<file path="config.mk">
export PLATFORM = sky130hd
export DESIGN_NAME = fdc_ctrl
export DESIGN_NICKNAME = d
export VERILOG_FILES = /design/src/hdl/fdc_spare_unused.sv /design/src/include/fdc_pkg.sv /design/src/hdl/fdc_fp_gate.sv /design/src/hdl/fdc_ctrl.sv
export VERILOG_INCLUDE_DIRS = /design/src /design/src/include
export SDC_FILE = /design/constraint.sdc
export NUM_CORES = 1
export LEC_CHECK = 0
export BUFFER_PORTS_ARGS = -buffer_cell sky130_fd_sc_hd__buf_2
export CELL_PAD_IN_SITES_DETAIL_PLACEMENT = 0
export CELL_PAD_IN_SITES_GLOBAL_PLACEMENT = 1
export CORE_MARGIN = 2
export CORE_UTILIZATION = 24
export CTS_CLUSTER_SIZE = 16
export DETAILED_ROUTE_END_ITERATION = 7
export PLACE_DENSITY = 0.55
export SETUP_SLACK_MARGIN = 0.05
export SLEW_MARGIN = 20
export SYNTH_ARGS = -nofsm -noshare
export SYNTH_HDL_FRONTEND = slang
export SYNTH_SLANG_ARGS = --single-unit
</file>
<file path="constraint.sdc">
create_clock -name clock -period 11 [get_ports clock]
set_clock_uncertainty 0.05 [all_clocks]
set_input_delay 2.2 -clock clock [delete_from_list [all_inputs] [get_ports clock]]
set_output_delay 2.2 -clock clock [all_outputs]
set_load 0.02 [all_outputs]
</file>
<file path="src/include/fdc_regs.svh">
// Register offsets, field positions, reset values and encodings of the FP dispatch block
`ifndef FDC_REGS_SVH
`define FDC_REGS_SVH

// ----------------------------------------------------------------
// Register offsets (byte addresses)
// ----------------------------------------------------------------
`define FDC_OFF_CTRL   8'h00
`define FDC_OFF_STAT   8'h04
`define FDC_OFF_MASK   8'h08
`define FDC_OFF_LINES  8'h0C

// ----------------------------------------------------------------
// Control register fields (control_reg_zero image)
// ----------------------------------------------------------------
`define FDC_CTRL_TRAP   0
`define FDC_CTRL_WMON   1
`define FDC_CTRL_NATIVE 2
`define FDC_CTRL_TSW    3
`define FDC_CTRL_CDIS   4
`define FDC_CTRL_NWT    5
`define FDC_CTRL_EMU   6
`define FDC_CTRL_W     7
`define FDC_CTRL_RST   7'h30

// ----------------------------------------------------------------
// Status and mask fields
// ----------------------------------------------------------------
`define FDC_STAT_FAULT 0
`define FDC_STAT_INT   1
`define FDC_STAT_HANG  2
`define FDC_STAT_EXT   3
`define FDC_STAT_W     4
`define FDC_STAT_RST   4'h0
`define FDC_MASK_RST   4'h0

// ----------------------------------------------------------------
// Model-specific and memory range type storage
// ----------------------------------------------------------------
`define FDC_MSR_NUM    8
`define FDC_MSR_IW     3
`define FDC_MSR_RST    32'h0000_0000
`define FDC_RANGE_NUM  4
`define FDC_TYPE_W     3
`define FDC_MT_UNCACHED 3'h0
`define FDC_MT_WT      3'h1
`define FDC_MT_WB      3'h2

// ----------------------------------------------------------------
// Internal cache lines
// ----------------------------------------------------------------
`define FDC_LINE_NUM   8
`define FDC_LINE_IW    3
`define FDC_LINE_RST   8'h00

`endif

</file>
<file path="src/hdl/fdc_spare_unused.sv">
// Holds no logic
`timescale 1ns/10ps

</file>
<file path="src/include/fdc_pkg.sv">
// Types shared by the FP dispatch and cache init control block
package fdc_pkg;

  // Instruction classes presented by the core
  typedef enum logic [2:0] {
    INST_NONE,
    INST_FP,
    INST_SYNC,
    INST_RDSPEC,
    INST_WRSPEC
  } fdc_inst_t;

  // Dispatch state
  typedef enum logic {
    ST_RUN,
    ST_HUNG
  } fdc_state_t;

endpackage : fdc_pkg

</file>
<file path="src/hdl/fdc_fp_gate.sv">
// Decides whether an FP or sync instruction executes or faults
`timescale 1ns/10ps
module fdc_fp_gate #(
  parameter bit HAS_FPU = 1'b1
) (
  input  wire fdc_pkg::fdc_inst_t kind,
  input  wire logic               trapAll,
  input  wire logic               waitMon,
  input  wire logic               taskSw,
  input  wire logic               emuPresent,
  output logic        fault,
  output logic        execFpu,
  output logic        hang
);

  // Fault when trapping all, when no FPU exists, or sync with monitor and task switched
  always_comb begin
    fault   = 1'b0;
    execFpu = 1'b0;
    hang    = 1'b0;
    case (kind)
      fdc_pkg::INST_FP: begin
        fault   = trapAll || !HAS_FPU; // RQ1 RQ6
        execFpu = !fault;
        hang    = fault && trapAll && !emuPresent && !HAS_FPU; // RQ5
      end
      fdc_pkg::INST_SYNC: begin
        fault   = waitMon && taskSw; // RQ2 RQ3
        execFpu = !fault && HAS_FPU;
      end
      default: begin
        fault   = 1'b0;
      end
    endcase
  end

endmodule : fdc_fp_gate

</file>
<file path="src/hdl/fdc_ctrl.sv">
// FP dispatch, error routing, cache enable and range type control with APB registers
// Functional notes
// RQ1: Trap flag set faults FP, else FPU executes
// RQ2: Monitor clear: sync ignores task switched
// RQ3: Monitor and task switched: sync faults
// RQ4: Native flag picks internal or external error
// RQ5: Trap without FPU or emulator hangs
// RQ6: No-FPU variant faults every FP instruction; here one that hangs (RQ5) raises no fault
// RQ7: Software keeps trap flag matching FPU presence
// RQ8: Software sets monitor flag with integrated FPU
// RQ9: External controller systems clear native flag
// RQ10: Emulation: trap 1, monitor 0, native 1
// RQ11: Caches on only when both disables cleared
// RQ12: Reset sets both cache disable flags
// RQ13: All cache lines invalid after reset
// RQ14: Page bits control per-page caching
// RQ15: Range type registers select caching type
// RQ16: All-zero range type means uncached
// RQ17: Special-register instructions read and write model registers
// RQ18: Fault precedes any architectural state change
//
// Chosen here: the register addresses and the APB interface to the registers.
`timescale 1ns/10ps
`include "fdc_regs.svh"
module fdc_ctrl #(
  parameter bit HAS_FPU = 1'b1
) (
  input  wire logic               clock,
  input  wire logic               nrst,
  // APB slave
  input  wire logic               psel,
  input  wire logic               penable,
  input  wire logic               pwrite,
  input  wire logic [7:0]         paddr,
  input  wire logic [31:0]        pwdata,
  output logic [31:0]             prdata,
  output logic                    pready,
  output logic                    pslverr,
  output logic                    irq,
  // Instruction issue from the core
  input  wire logic               instValid,
  input  wire fdc_pkg::fdc_inst_t instKind,
  input  wire logic [2:0]         instIndex,
  input  wire logic [31:0]        instData,
  output logic                    instDone,
  output logic                    instFault,
  output logic                    fpuIssue,
  output logic [31:0]             instRdData,
  output logic                    hangOut,
  // Unmasked FP exception from the FPU
  input  wire logic               fpuErr,
  output logic                    fpErrInt,
  output logic                    fpErrExt,
  // Memory access classification
  input  wire logic               memReq,
  input  wire logic [31:0]        memAddr,
  input  wire logic               memPageCacheOff,
  input  wire logic               memPageWriteThru,
  input  wire logic               lineFill,
  input  wire logic [2:0]         lineIdx,
  output logic                    memAck,
  output logic                    memCacheable,
  output logic                    memWriteThru,
  output logic                    cacheEnable
);

  // ----------------------------------------------------------------
  // Reset release
  // ----------------------------------------------------------------
  logic rstMeta_reg;
  logic rstn;

  // Two-stage release of the asynchronous reset
  always_ff @(posedge clock or negedge nrst) begin
    if (!nrst) begin
      rstMeta_reg <= 1'b0;
      rstn        <= 1'b0;
    end else begin
      rstMeta_reg <= 1'b1;
      rstn        <= rstMeta_reg;
    end
  end

  // ----------------------------------------------------------------
  // Register file and APB slave
  // ----------------------------------------------------------------
  logic [`FDC_CTRL_W-1:0] ctrl_reg, ctrl_next;
  logic [`FDC_STAT_W-1:0] stat_reg, stat_next;
  logic [`FDC_STAT_W-1:0] mask_reg, mask_next;
  logic [`FDC_STAT_W-1:0] events;
  logic [31:0]            prdata_reg, prdata_next;
  logic                   pready_reg, pready_next;
  logic                   pslverr_reg, pslverr_next;
  logic                   irq_reg, irq_next;
  logic [`FDC_LINE_NUM-1:0] lineValid_reg, lineValid_next;
  logic                   wrAcc;

  // True for an aligned offset that holds a register
  function automatic logic isMapped(input logic [7:0] a);
    isMapped = (a == `FDC_OFF_CTRL) || (a == `FDC_OFF_STAT) ||
               (a == `FDC_OFF_MASK) || (a == `FDC_OFF_LINES);
  endfunction : isMapped

  assign wrAcc = psel && penable && pready_reg && pwrite && isMapped(paddr);

  // Next register values, read data and the one-wait-free answer
  always_comb begin
    ctrl_next    = ctrl_reg;
    mask_next    = mask_reg;
    stat_next    = stat_reg;
    prdata_next  = prdata_reg;
    pready_next  = psel && !penable;
    pslverr_next = psel && !penable && !isMapped(paddr);
    if (wrAcc && paddr == `FDC_OFF_CTRL) begin
      ctrl_next = pwdata[`FDC_CTRL_W-1:0];
    end
    if (wrAcc && paddr == `FDC_OFF_MASK) begin
      mask_next = pwdata[`FDC_STAT_W-1:0];
    end
    if (wrAcc && paddr == `FDC_OFF_STAT) begin
      stat_next = stat_reg & ~pwdata[`FDC_STAT_W-1:0];
    end
    stat_next = stat_next | events; // Set wins over clear
    if (psel && !penable) begin
      case (paddr)
        `FDC_OFF_CTRL:  prdata_next = {{(32-`FDC_CTRL_W){1'b0}}, ctrl_reg};
        `FDC_OFF_STAT:  prdata_next = {{(32-`FDC_STAT_W){1'b0}}, stat_reg};
        `FDC_OFF_MASK:  prdata_next = {{(32-`FDC_STAT_W){1'b0}}, mask_reg};
        `FDC_OFF_LINES: prdata_next = {{(32-`FDC_LINE_NUM){1'b0}}, lineValid_reg};
        default:        prdata_next = 32'h0000_0000;
      endcase
    end
    irq_next = |(stat_next & mask_next);
  end

  // Register file flops; cache disables start set
  always_ff @(posedge clock or negedge rstn) begin
    if (!rstn) begin
      ctrl_reg    <= `FDC_CTRL_RST; // RQ12
      stat_reg    <= `FDC_STAT_RST;
      mask_reg    <= `FDC_MASK_RST;
      prdata_reg  <= 32'h0000_0000;
      pready_reg  <= 1'b0;
      pslverr_reg <= 1'b0;
      irq_reg     <= 1'b0;
    end else begin
      ctrl_reg    <= ctrl_next;
      stat_reg    <= stat_next;
      mask_reg    <= mask_next;
      prdata_reg  <= prdata_next;
      pready_reg  <= pready_next;
      pslverr_reg <= pslverr_next;
      irq_reg     <= irq_next;
    end
  end

  assign prdata  = prdata_reg;
  assign pready  = pready_reg;
  assign pslverr = pslverr_reg;
  assign irq     = irq_reg;

  // ----------------------------------------------------------------
  // Instruction dispatch and model-specific registers
  // ----------------------------------------------------------------
  fdc_pkg::fdc_state_t state_reg, state_next;
  logic [31:0] msr_reg [`FDC_MSR_NUM];
  logic [31:0] msr_next [`FDC_MSR_NUM];
  logic        done_reg, done_next;
  logic        fault_reg, fault_next;
  logic        issue_reg, issue_next;
  logic [31:0] rdData_reg, rdData_next;
  logic        errInt_reg, errInt_next;
  logic        errExt_reg, errExt_next;
  logic        gateFault, gateExec, gateHang;
  logic        take;

  fdc_fp_gate #(
    .HAS_FPU    (HAS_FPU)
  ) u_gate (
    .kind       (instKind),
    .trapAll    (ctrl_reg[`FDC_CTRL_TRAP]),
    .waitMon    (ctrl_reg[`FDC_CTRL_WMON]),
    .taskSw     (ctrl_reg[`FDC_CTRL_TSW]),
    .emuPresent (ctrl_reg[`FDC_CTRL_EMU]),
    .fault      (gateFault),
    .execFpu    (gateExec),
    .hang       (gateHang)
  );

  assign take = instValid && (state_reg == fdc_pkg::ST_RUN);

  // Dispatch decision; a fault suppresses the FPU issue and, unless it hangs, still sets done and the fault status
  always_comb begin
    state_next  = state_reg;
    msr_next    = msr_reg;
    done_next   = take;
    fault_next  = take && gateFault; // RQ18
    issue_next  = take && gateExec; // RQ1
    rdData_next = rdData_reg;
    errInt_next = fpuErr && (state_reg == fdc_pkg::ST_RUN) && ctrl_reg[`FDC_CTRL_NATIVE]; // RQ4
    errExt_next = fpuErr && (state_reg == fdc_pkg::ST_RUN) && !ctrl_reg[`FDC_CTRL_NATIVE]; // RQ4
    case (state_reg)
      fdc_pkg::ST_RUN: begin
        if (take && gateHang) begin
          state_next = fdc_pkg::ST_HUNG; // RQ5
          done_next  = 1'b0;
          fault_next = 1'b0;
        end else if (take && instKind == fdc_pkg::INST_RDSPEC) begin
          rdData_next = msr_reg[instIndex]; // RQ17
        end else if (take && instKind == fdc_pkg::INST_WRSPEC) begin
          msr_next[instIndex] = instData; // RQ17
        end
      end
      fdc_pkg::ST_HUNG: begin
        done_next = 1'b0;
      end
      default: begin
        state_next = fdc_pkg::ST_RUN;
      end
    endcase
    events = '0;
    events[`FDC_STAT_FAULT] = fault_next;
    events[`FDC_STAT_INT]  = errInt_next;
    events[`FDC_STAT_EXT]  = errExt_next;
    events[`FDC_STAT_HANG] = (state_next == fdc_pkg::ST_HUNG) &&
                             (state_reg == fdc_pkg::ST_RUN);
  end

  // Dispatch flops; range types clear to uncached at reset
  always_ff @(posedge clock or negedge rstn) begin
    if (!rstn) begin
      state_reg  <= fdc_pkg::ST_RUN;
      msr_reg    <= '{default: `FDC_MSR_RST}; // RQ16
      done_reg   <= 1'b0;
      fault_reg  <= 1'b0;
      issue_reg  <= 1'b0;
      rdData_reg <= 32'h0000_0000;
      errInt_reg <= 1'b0;
      errExt_reg <= 1'b0;
    end else begin
      state_reg  <= state_next;
      msr_reg    <= msr_next;
      done_reg   <= done_next;
      fault_reg  <= fault_next;
      issue_reg  <= issue_next;
      rdData_reg <= rdData_next;
      errInt_reg <= errInt_next;
      errExt_reg <= errExt_next;
    end
  end

  assign instDone   = done_reg;
  assign instFault  = fault_reg;
  assign fpuIssue   = issue_reg;
  assign instRdData = rdData_reg;
  assign hangOut    = (state_reg == fdc_pkg::ST_HUNG);
  assign fpErrInt   = errInt_reg;
  assign fpErrExt   = errExt_reg;

  // ----------------------------------------------------------------
  // Memory access classification and cache lines
  // ----------------------------------------------------------------
  logic                  ack_reg, ack_next;
  logic                  cach_reg, cach_next;
  logic                  wt_reg, wt_next;
  logic                  cen_reg, cen_next;
  logic [`FDC_TYPE_W-1:0] rangeType;

  // Range entries 0..3 each cover one quarter of the physical space
  assign rangeType = msr_reg[{1'b0, memAddr[31:30]}][`FDC_TYPE_W-1:0]; // RQ15

  // Cacheable only when enabled, page allows it and the range is not uncached
  always_comb begin
    cen_next  = !ctrl_reg[`FDC_CTRL_CDIS] && !ctrl_reg[`FDC_CTRL_NWT]; // RQ11
    ack_next  = memReq;
    cach_reg_hold: begin
      cach_next = cach_reg;
      wt_next   = wt_reg;
    end
    if (memReq) begin
      cach_next = cen_reg && !memPageCacheOff && (rangeType != `FDC_MT_UNCACHED); // RQ14 RQ16
      wt_next   = memPageWriteThru || (rangeType == `FDC_MT_WT); // RQ14
    end
    lineValid_next = lineValid_reg;
    if (lineFill && cen_reg) begin
      lineValid_next[lineIdx] = 1'b1;
    end
  end

  // Classification flops; every line starts invalid
  always_ff @(posedge clock or negedge rstn) begin
    if (!rstn) begin
      ack_reg       <= 1'b0;
      cach_reg      <= 1'b0;
      wt_reg        <= 1'b0;
      cen_reg       <= 1'b0;
      lineValid_reg <= `FDC_LINE_RST; // RQ13
    end else begin
      ack_reg       <= ack_next;
      cach_reg      <= cach_next;
      wt_reg        <= wt_next;
      cen_reg       <= cen_next;
      lineValid_reg <= lineValid_next;
    end
  end

  assign memAck       = ack_reg;
  assign memCacheable = cach_reg;
  assign memWriteThru = wt_reg;
  assign cacheEnable  = cen_reg;

  // ----------------------------------------------------------------
  // Assertions
  // ----------------------------------------------------------------
  property p_trap_fault;
    @(posedge clock) disable iff (!rstn)
    take && instKind == fdc_pkg::INST_FP && ctrl_reg[`FDC_CTRL_TRAP] && !gateHang
      |=> instFault && !fpuIssue;
  endproperty
  a_trap_fault: assert property (p_trap_fault) else $error("FP not trapped"); // RQ1

  property p_fpu_exec;
    @(posedge clock) disable iff (!rstn)
    take && instKind == fdc_pkg::INST_FP && !ctrl_reg[`FDC_CTRL_TRAP] && HAS_FPU
      |=> fpuIssue && !instFault;
  endproperty
  a_fpu_exec: assert property (p_fpu_exec) else $error("FP not executed"); // RQ1

  property p_sync_ignore;
    @(posedge clock) disable iff (!rstn)
    take && instKind == fdc_pkg::INST_SYNC && !ctrl_reg[`FDC_CTRL_WMON] |=> !instFault;
  endproperty
  a_sync_ignore: assert property (p_sync_ignore) else $error("Sync faulted"); // RQ2

  property p_sync_trap;
    @(posedge clock) disable iff (!rstn)
    take && instKind == fdc_pkg::INST_SYNC && ctrl_reg[`FDC_CTRL_WMON] &&
      ctrl_reg[`FDC_CTRL_TSW] |=> instFault && stat_reg[`FDC_STAT_FAULT];
  endproperty
  a_sync_trap: assert property (p_sync_trap) else $error("Sync not trapped"); // RQ3

  property p_err_route;
    @(posedge clock) disable iff (!rstn)
    fpuErr && !hangOut |=> (fpErrInt == $past(ctrl_reg[`FDC_CTRL_NATIVE])) &&
      (fpErrExt != fpErrInt);
  endproperty
  a_err_route: assert property (p_err_route) else $error("FP error misrouted"); // RQ4

  property p_hang;
    @(posedge clock) disable iff (!rstn)
    take && gateHang |=> hangOut [*3];
  endproperty
  a_hang: assert property (p_hang) else $error("Did not hang"); // RQ5

  property p_no_fpu;
    @(posedge clock) disable iff (!rstn)
    !HAS_FPU && take && instKind == fdc_pkg::INST_FP |=> !fpuIssue;
  endproperty
  a_no_fpu: assert property (p_no_fpu) else $error("FP issued without FPU"); // RQ6

  property p_cache_on;
    @(posedge clock) disable iff (!rstn)
    memAck && memCacheable |-> $past(cen_reg) && !$past(memPageCacheOff);
  endproperty
  a_cache_on: assert property (p_cache_on) else $error("Cached while disabled"); // RQ11 RQ14

  property p_reset_vals;
    @(posedge clock) disable iff (!nrst)
    $rose(rstn) |-> ctrl_reg[`FDC_CTRL_CDIS] && ctrl_reg[`FDC_CTRL_NWT] && lineValid_reg == '0;
  endproperty
  a_reset_vals: assert property (p_reset_vals) else $error("Bad reset state"); // RQ12 RQ13

  property p_zero_type;
    @(posedge clock) disable iff (!rstn)
    memReq && rangeType == `FDC_MT_UNCACHED |=> !memCacheable;
  endproperty
  a_zero_type: assert property (p_zero_type) else $error("Zero type cached"); // RQ16

  property p_msr_read;
    @(posedge clock) disable iff (!rstn)
    take && instKind == fdc_pkg::INST_RDSPEC |=> instDone &&
      instRdData == $past(msr_reg[instIndex]);
  endproperty
  a_msr_read: assert property (p_msr_read) else $error("MSR read wrong"); // RQ17

  property p_fault_first;
    @(posedge clock) disable iff (!rstn)
    instFault |-> !fpuIssue && $stable(msr_reg[0]);
  endproperty
  a_fault_first: assert property (p_fault_first) else $error("State changed on fault"); // RQ18

endmodule : fdc_ctrl

</file>
# Word level (Yosys, flattened, before mapping)
# Cells that the tools add are included.
# word_totals
register_bits,358
wordCells,111
out_inout_bits,77
input_bits,124
# classes
magnitude_cmp,5
n_bitwise,9
n_eq_ne,8
n_reduce_logical,42
mux,18
# ops
operator,n
$bwmux W256,1
$bmux W32 S3,2
$demux W32 S3,1
$mux W32,3
$pmux W8 S4,1
$logic_and A1 B1 Y1,25
$eq A8 B4 Y1 const B,2
$and A4 B4 Y4,2
$eq A8 B3 Y1 const B,1
$ge A4 B4 Y1 const B,2
$logic_not A1 Y1,8
$logic_not A8 Y1,1
$mux W4,2
$or A8 B8 Y8,1
$eq A3 B1 Y1 const B,2
$eq A3 B2 Y1 const B,2
$mux W3,2
$pmux W1 S2,3
$logic_or A1 B1 Y1,4
$lt A3 B4 Y1 const B,1
$lt A4 B1 Y1 const B,1
$not A2 Y4,1
$not A3 Y4,1
$not A4 Y4,1
10 further kinds,12

# Longest topological paths before layout
# logic_depth
depth_word,10
mapped_depth,6
ltp_nobuf,5

# Modules after synthesis
# From an unflattened synthesis, not the netlist that was laid out.
# hier_totals
hier_cells,1015
area_unflattened_um2,14159.8
# modules_own_cells
mod,seq_area_each_um2,cells_per_inst,area_per_inst_um2,instances
fdc_ctrl,8360.5,1005,14099.8,1
fdc_fp_gate,0.0,10,60.1,1

# Worst setup path after synthesis
# Ideal clock, no wire load.
# synth_path
kind,input to register
startpoint,in instIndex[0]
endpoint,reg msr_reg[100] in the netlist's numbering
setup_ps,125
required_ps,10825
path_buffers,2
slack_ps,7295
path_stages,5
arrival_ps,3531
cell_sequence,buf_2 -> nand4b_1 -> nor3b_2 -> buf_2 -> mux2_2
# synth_between
elab_chain_cells,6
elab_cells_between_ends,7
cone_classes,order compare: 2; mux: 3; bitwise: 1; reduce/logical: 1
# synth_lines
element,line,text
start: declaration,fdc_ctrl.sv:43,"input wire logic [2:0] instIndex,"
$not A3 Y4 (not written as such) (*),fdc_ctrl.sv:211,msr_next[instIndex] = instData;
$ge A4 B4 Y1 (not written as such) / $lt A4 B1 Y1 (equally long branches),fdc_ctrl.sv:211,
$logic_and A1 B1 Y1 (not written as such),fdc_ctrl.sv:211,
$mux W32 (not written as such),fdc_ctrl.sv:211,
$demux W32 S3 (*),fdc_ctrl.sv:211,
$bwmux W256 (*),fdc_ctrl.sv:211,
end signal: assignment,fdc_ctrl.sv:242,msr_reg <= msr_next;
end: declaration,fdc_ctrl.sv:166,logic [31:0] msr_reg [`FDC_MSR_NUM];
# Mark *: on every way between the ends. The rest lies on a longest branch, timed or not.
# A chain may end at the register's enable or synchronous reset.

# Worst setup path after layout
# layout_path
startpoint,in instIndex[0]
endpoint,reg msr_reg[187] in the netlist's numbering
# Same word-level chain as after synthesis.

==> out/qor.yml <==
outcome:
  status: "complete, no violations"
timing:
  rsz0062_at_grt: "false"
  slew_viol_final: 0
  setup_viol: 0
  fin_crit_ns: 4.651
  maxSlewHeadroom_pct: 42.17
  fin_crit_sh_pct: 42.28
  worstMarginPinSlew_ns: 0.8674
  fin_tns_setup_ns: 0
  final-hold-violation-count: 0
  fmax_ghz: 0.2150
clock_tree:
  clkSlewWorstSetupHoldPaths_ns: 0.06
  clock_latency_ns: 0.54
  clockBufferDepth: 3
  cts_resized: 0
  hold_buffers: 0
  cts_made_buffers: 40
  clockRootBuffer: "clkbuf_16"
  cts_num_sinks: 333
  cts_tree: "done"
  postCtsSetupRepairBufs: 0
  h-tree-depth: 2
setup_path:
  worstPathMaxFanout: 34
  r2r_slack_ns: 8.34
  cp.arrival_ns: 5.03
  crit_path_end_kind: "flop"
  crit_path_start_kind: "primary input"
  critPathRequiredTime_ns: 11.37
  crit_type: "primary input to flop"
detailed_routing:
  vias: 8336
  drc: 0
  firstDrtPassIters: 4
  finalWirelength_mm: 36.00
  routed_via_density: 4.397
  drt_iter0_drc: 315
  ant_nets: 0
  wl_per_cell_um: 18.99
pwr:
  power.density_nw_per_um2: 179.9
  comb_power_share_pct: 12.2
  pwr-share-seq_pct: 46.5
  total_leakage_power_nw: 8.059
  max-vdd-ir-drop_v: 0.00007794
  p_clk_share_pct: 41.3
  netSwitchingFraction_pct: 24.76
  p_switching_w: 0.0007728
  internal_power_w: 0.002348
grt:
  grtUsageMet2_pct: 18.87
  grt_antenna_before_repair: 4
  grt_pass1_wl_mm: 56.63
  track_usage_pct: 11.73
  met3_usage_pct: 3.168
  grt_max_degree: 170
  grt_use_met1_pct: 15.65
  top_usage_layer: "met2"
  grt_pass1_vias: 9055
  overflow: 0
die:
  start_util_pct: 24.26
  num_rows: 90
  ioPinCount: 201
  dieArea_um2: 62880
  die_h_um: 250.8
  core_um2: 60250
  die_w_um: 250.8
synth:
  ys.warnings.count: 0
  postSynthCellCount: 961
  ys.flop_type: "dfrtp_1"
  yosysSeqAreaShare_pct: 57.04
  synth_edf_count: 0
  synth_cell_type_count: 44
  ys_async_sr_fraction_pct: 100.0
  syn_area_um2: 14610
  syn_avg_cell_area_um2: 15.21
  ys_ff_latch: 333
cells_and_area:
  largest_reg_flops: 256
  ff_latch_area_um2: 8339
  multi_input_area_um2: 5936
  fill_cells: 6065
  syn_to_final_growth_pct: 18.73
  stdcell_area_um2: 17350
  final_nets: 1210
  drive_gt1_share_pct: 48.70
placement:
  dpl.hpwl_mm: 22.06
  placed_area_um2: 16040
  gp_congestion: 0.6840
  port_buffers: 120
job:
  cap_violations: 0
min_path:
  hp-class: "flop to flop"
## power by group through the flow
stage	clock (W)	sequential, W	combinational, W
finish	0.00129	0.00145	0.000380
global route	0.00139	0.00147	0.000420
CTS	0.00134	0.00145	0.000389
detailed placement	0	0.00147	0.000389
global placement	0	0.00147	0.000381
floorplan	0	0.00149	0.000247
## per-layer routing
layer  vias up  wire length, um
met3        59             1842
met2       140            16950
li1       3744                -
met4         6              661
met1      4387            16510
met5         -               37
## critical path, cell delays in order
cell and delay [ns]:
buf_2 0.10, buf_4 0.35, nand4b_1 0.70, nor3b_4 0.71, buf_4 0.52, mux2_2 0.39
## final cells by class
type,instances,share of cell area [%]
multi-input cells,567,34.21
flip-flops and latches,333,48.06
well taps,782,5.639
clock buffers,64,7.161
clock inverters,5,0.2163
repair buffers,139,4.586
diodes,1,0.01442
inverters,5,0.1082
## synthesized netlist by cell type (5+ instances only)
cell      count  share of area, %
clkbuf_1     10              0.26
nand2_1      48               1.2
mux2i_1      36               2.5
mux4_2       65                10
mux2_2      265                20
nand3b_1      6              0.31
nand2b_1      6              0.26
o21bai_1      6              0.31
inv_1         5              0.13
o21ai_0      37               1.3
dfrtp_1     331                57
a21oi_1       6              0.21
buf_4        25               1.3
buf_2        42               1.4
nor2_1       16              0.41
## per-stage QoR
stage	instances	hold slack (ns)	setup WS, ns	util, %	power [W]
finish	1896	0.2971	6.349	28.80	0.003121
global route	1895	0.3034	6.185	28.80	0.003283
CTS	1894	0.2997	6.293	28.75	0.003185
floorplan	985	0.2812	0.9855	-	0.001741
detailed placement	1825	0.2871	5.725	26.63	0.001863
global placement	1822	0.2836	5.298	26.56	0.001848
## final timing paths
path,from,endpoint,cells past startpoint
hold / removal,rstMeta_reg,rstn,0
min in group asynchronous,rstn,instRdData[8],0
setup reg to reg,rstn,msr_reg[25],3
setup / recovery,instIndex[0],msr_reg[187],6
hold reg to reg,rstMeta_reg,rstn,0
max in group asynchronous,rstn,msr_reg[25],3
## cells by family after synthesis
logic type             after synthesis  share of synthesized area, %
DFF                                333                         57.04
buffers and inverters               85                         3.185
other                                2                       0.05139
and+or+nand+nor                    103                         3.716
AOI/OAI and AO/OA                   70                         2.946
muxes                              368                         33.06
## cell usage in the layout (no fill, tap or decap), drive strengths merged, types with 3 or more instances in the layout
| cell type | n |
|---|---|
| nand3b | 6 |
| nor2b | 3 |
| o21ai | 37 |
| nand3 | 4 |
| o31ai | 3 |
| nand4b | 3 |
| conb | 26 |
| dfrtp | 331 |
| buf | 139 |
| a22oi | 4 |
| nor3 | 4 |
| mux2 | 267 |
| a221oi | 4 |
| clkbuf | 64 |
| nand2b | 6 |
| nand2 | 49 |
| inv | 6 |
| mux2i | 36 |
| a21oi | 6 |
| clkinv | 3 |
| o21bai | 6 |
| nor2 | 16 |
| mux4 | 65 |
No activity file was read; power rests on OpenSTA's default activity.
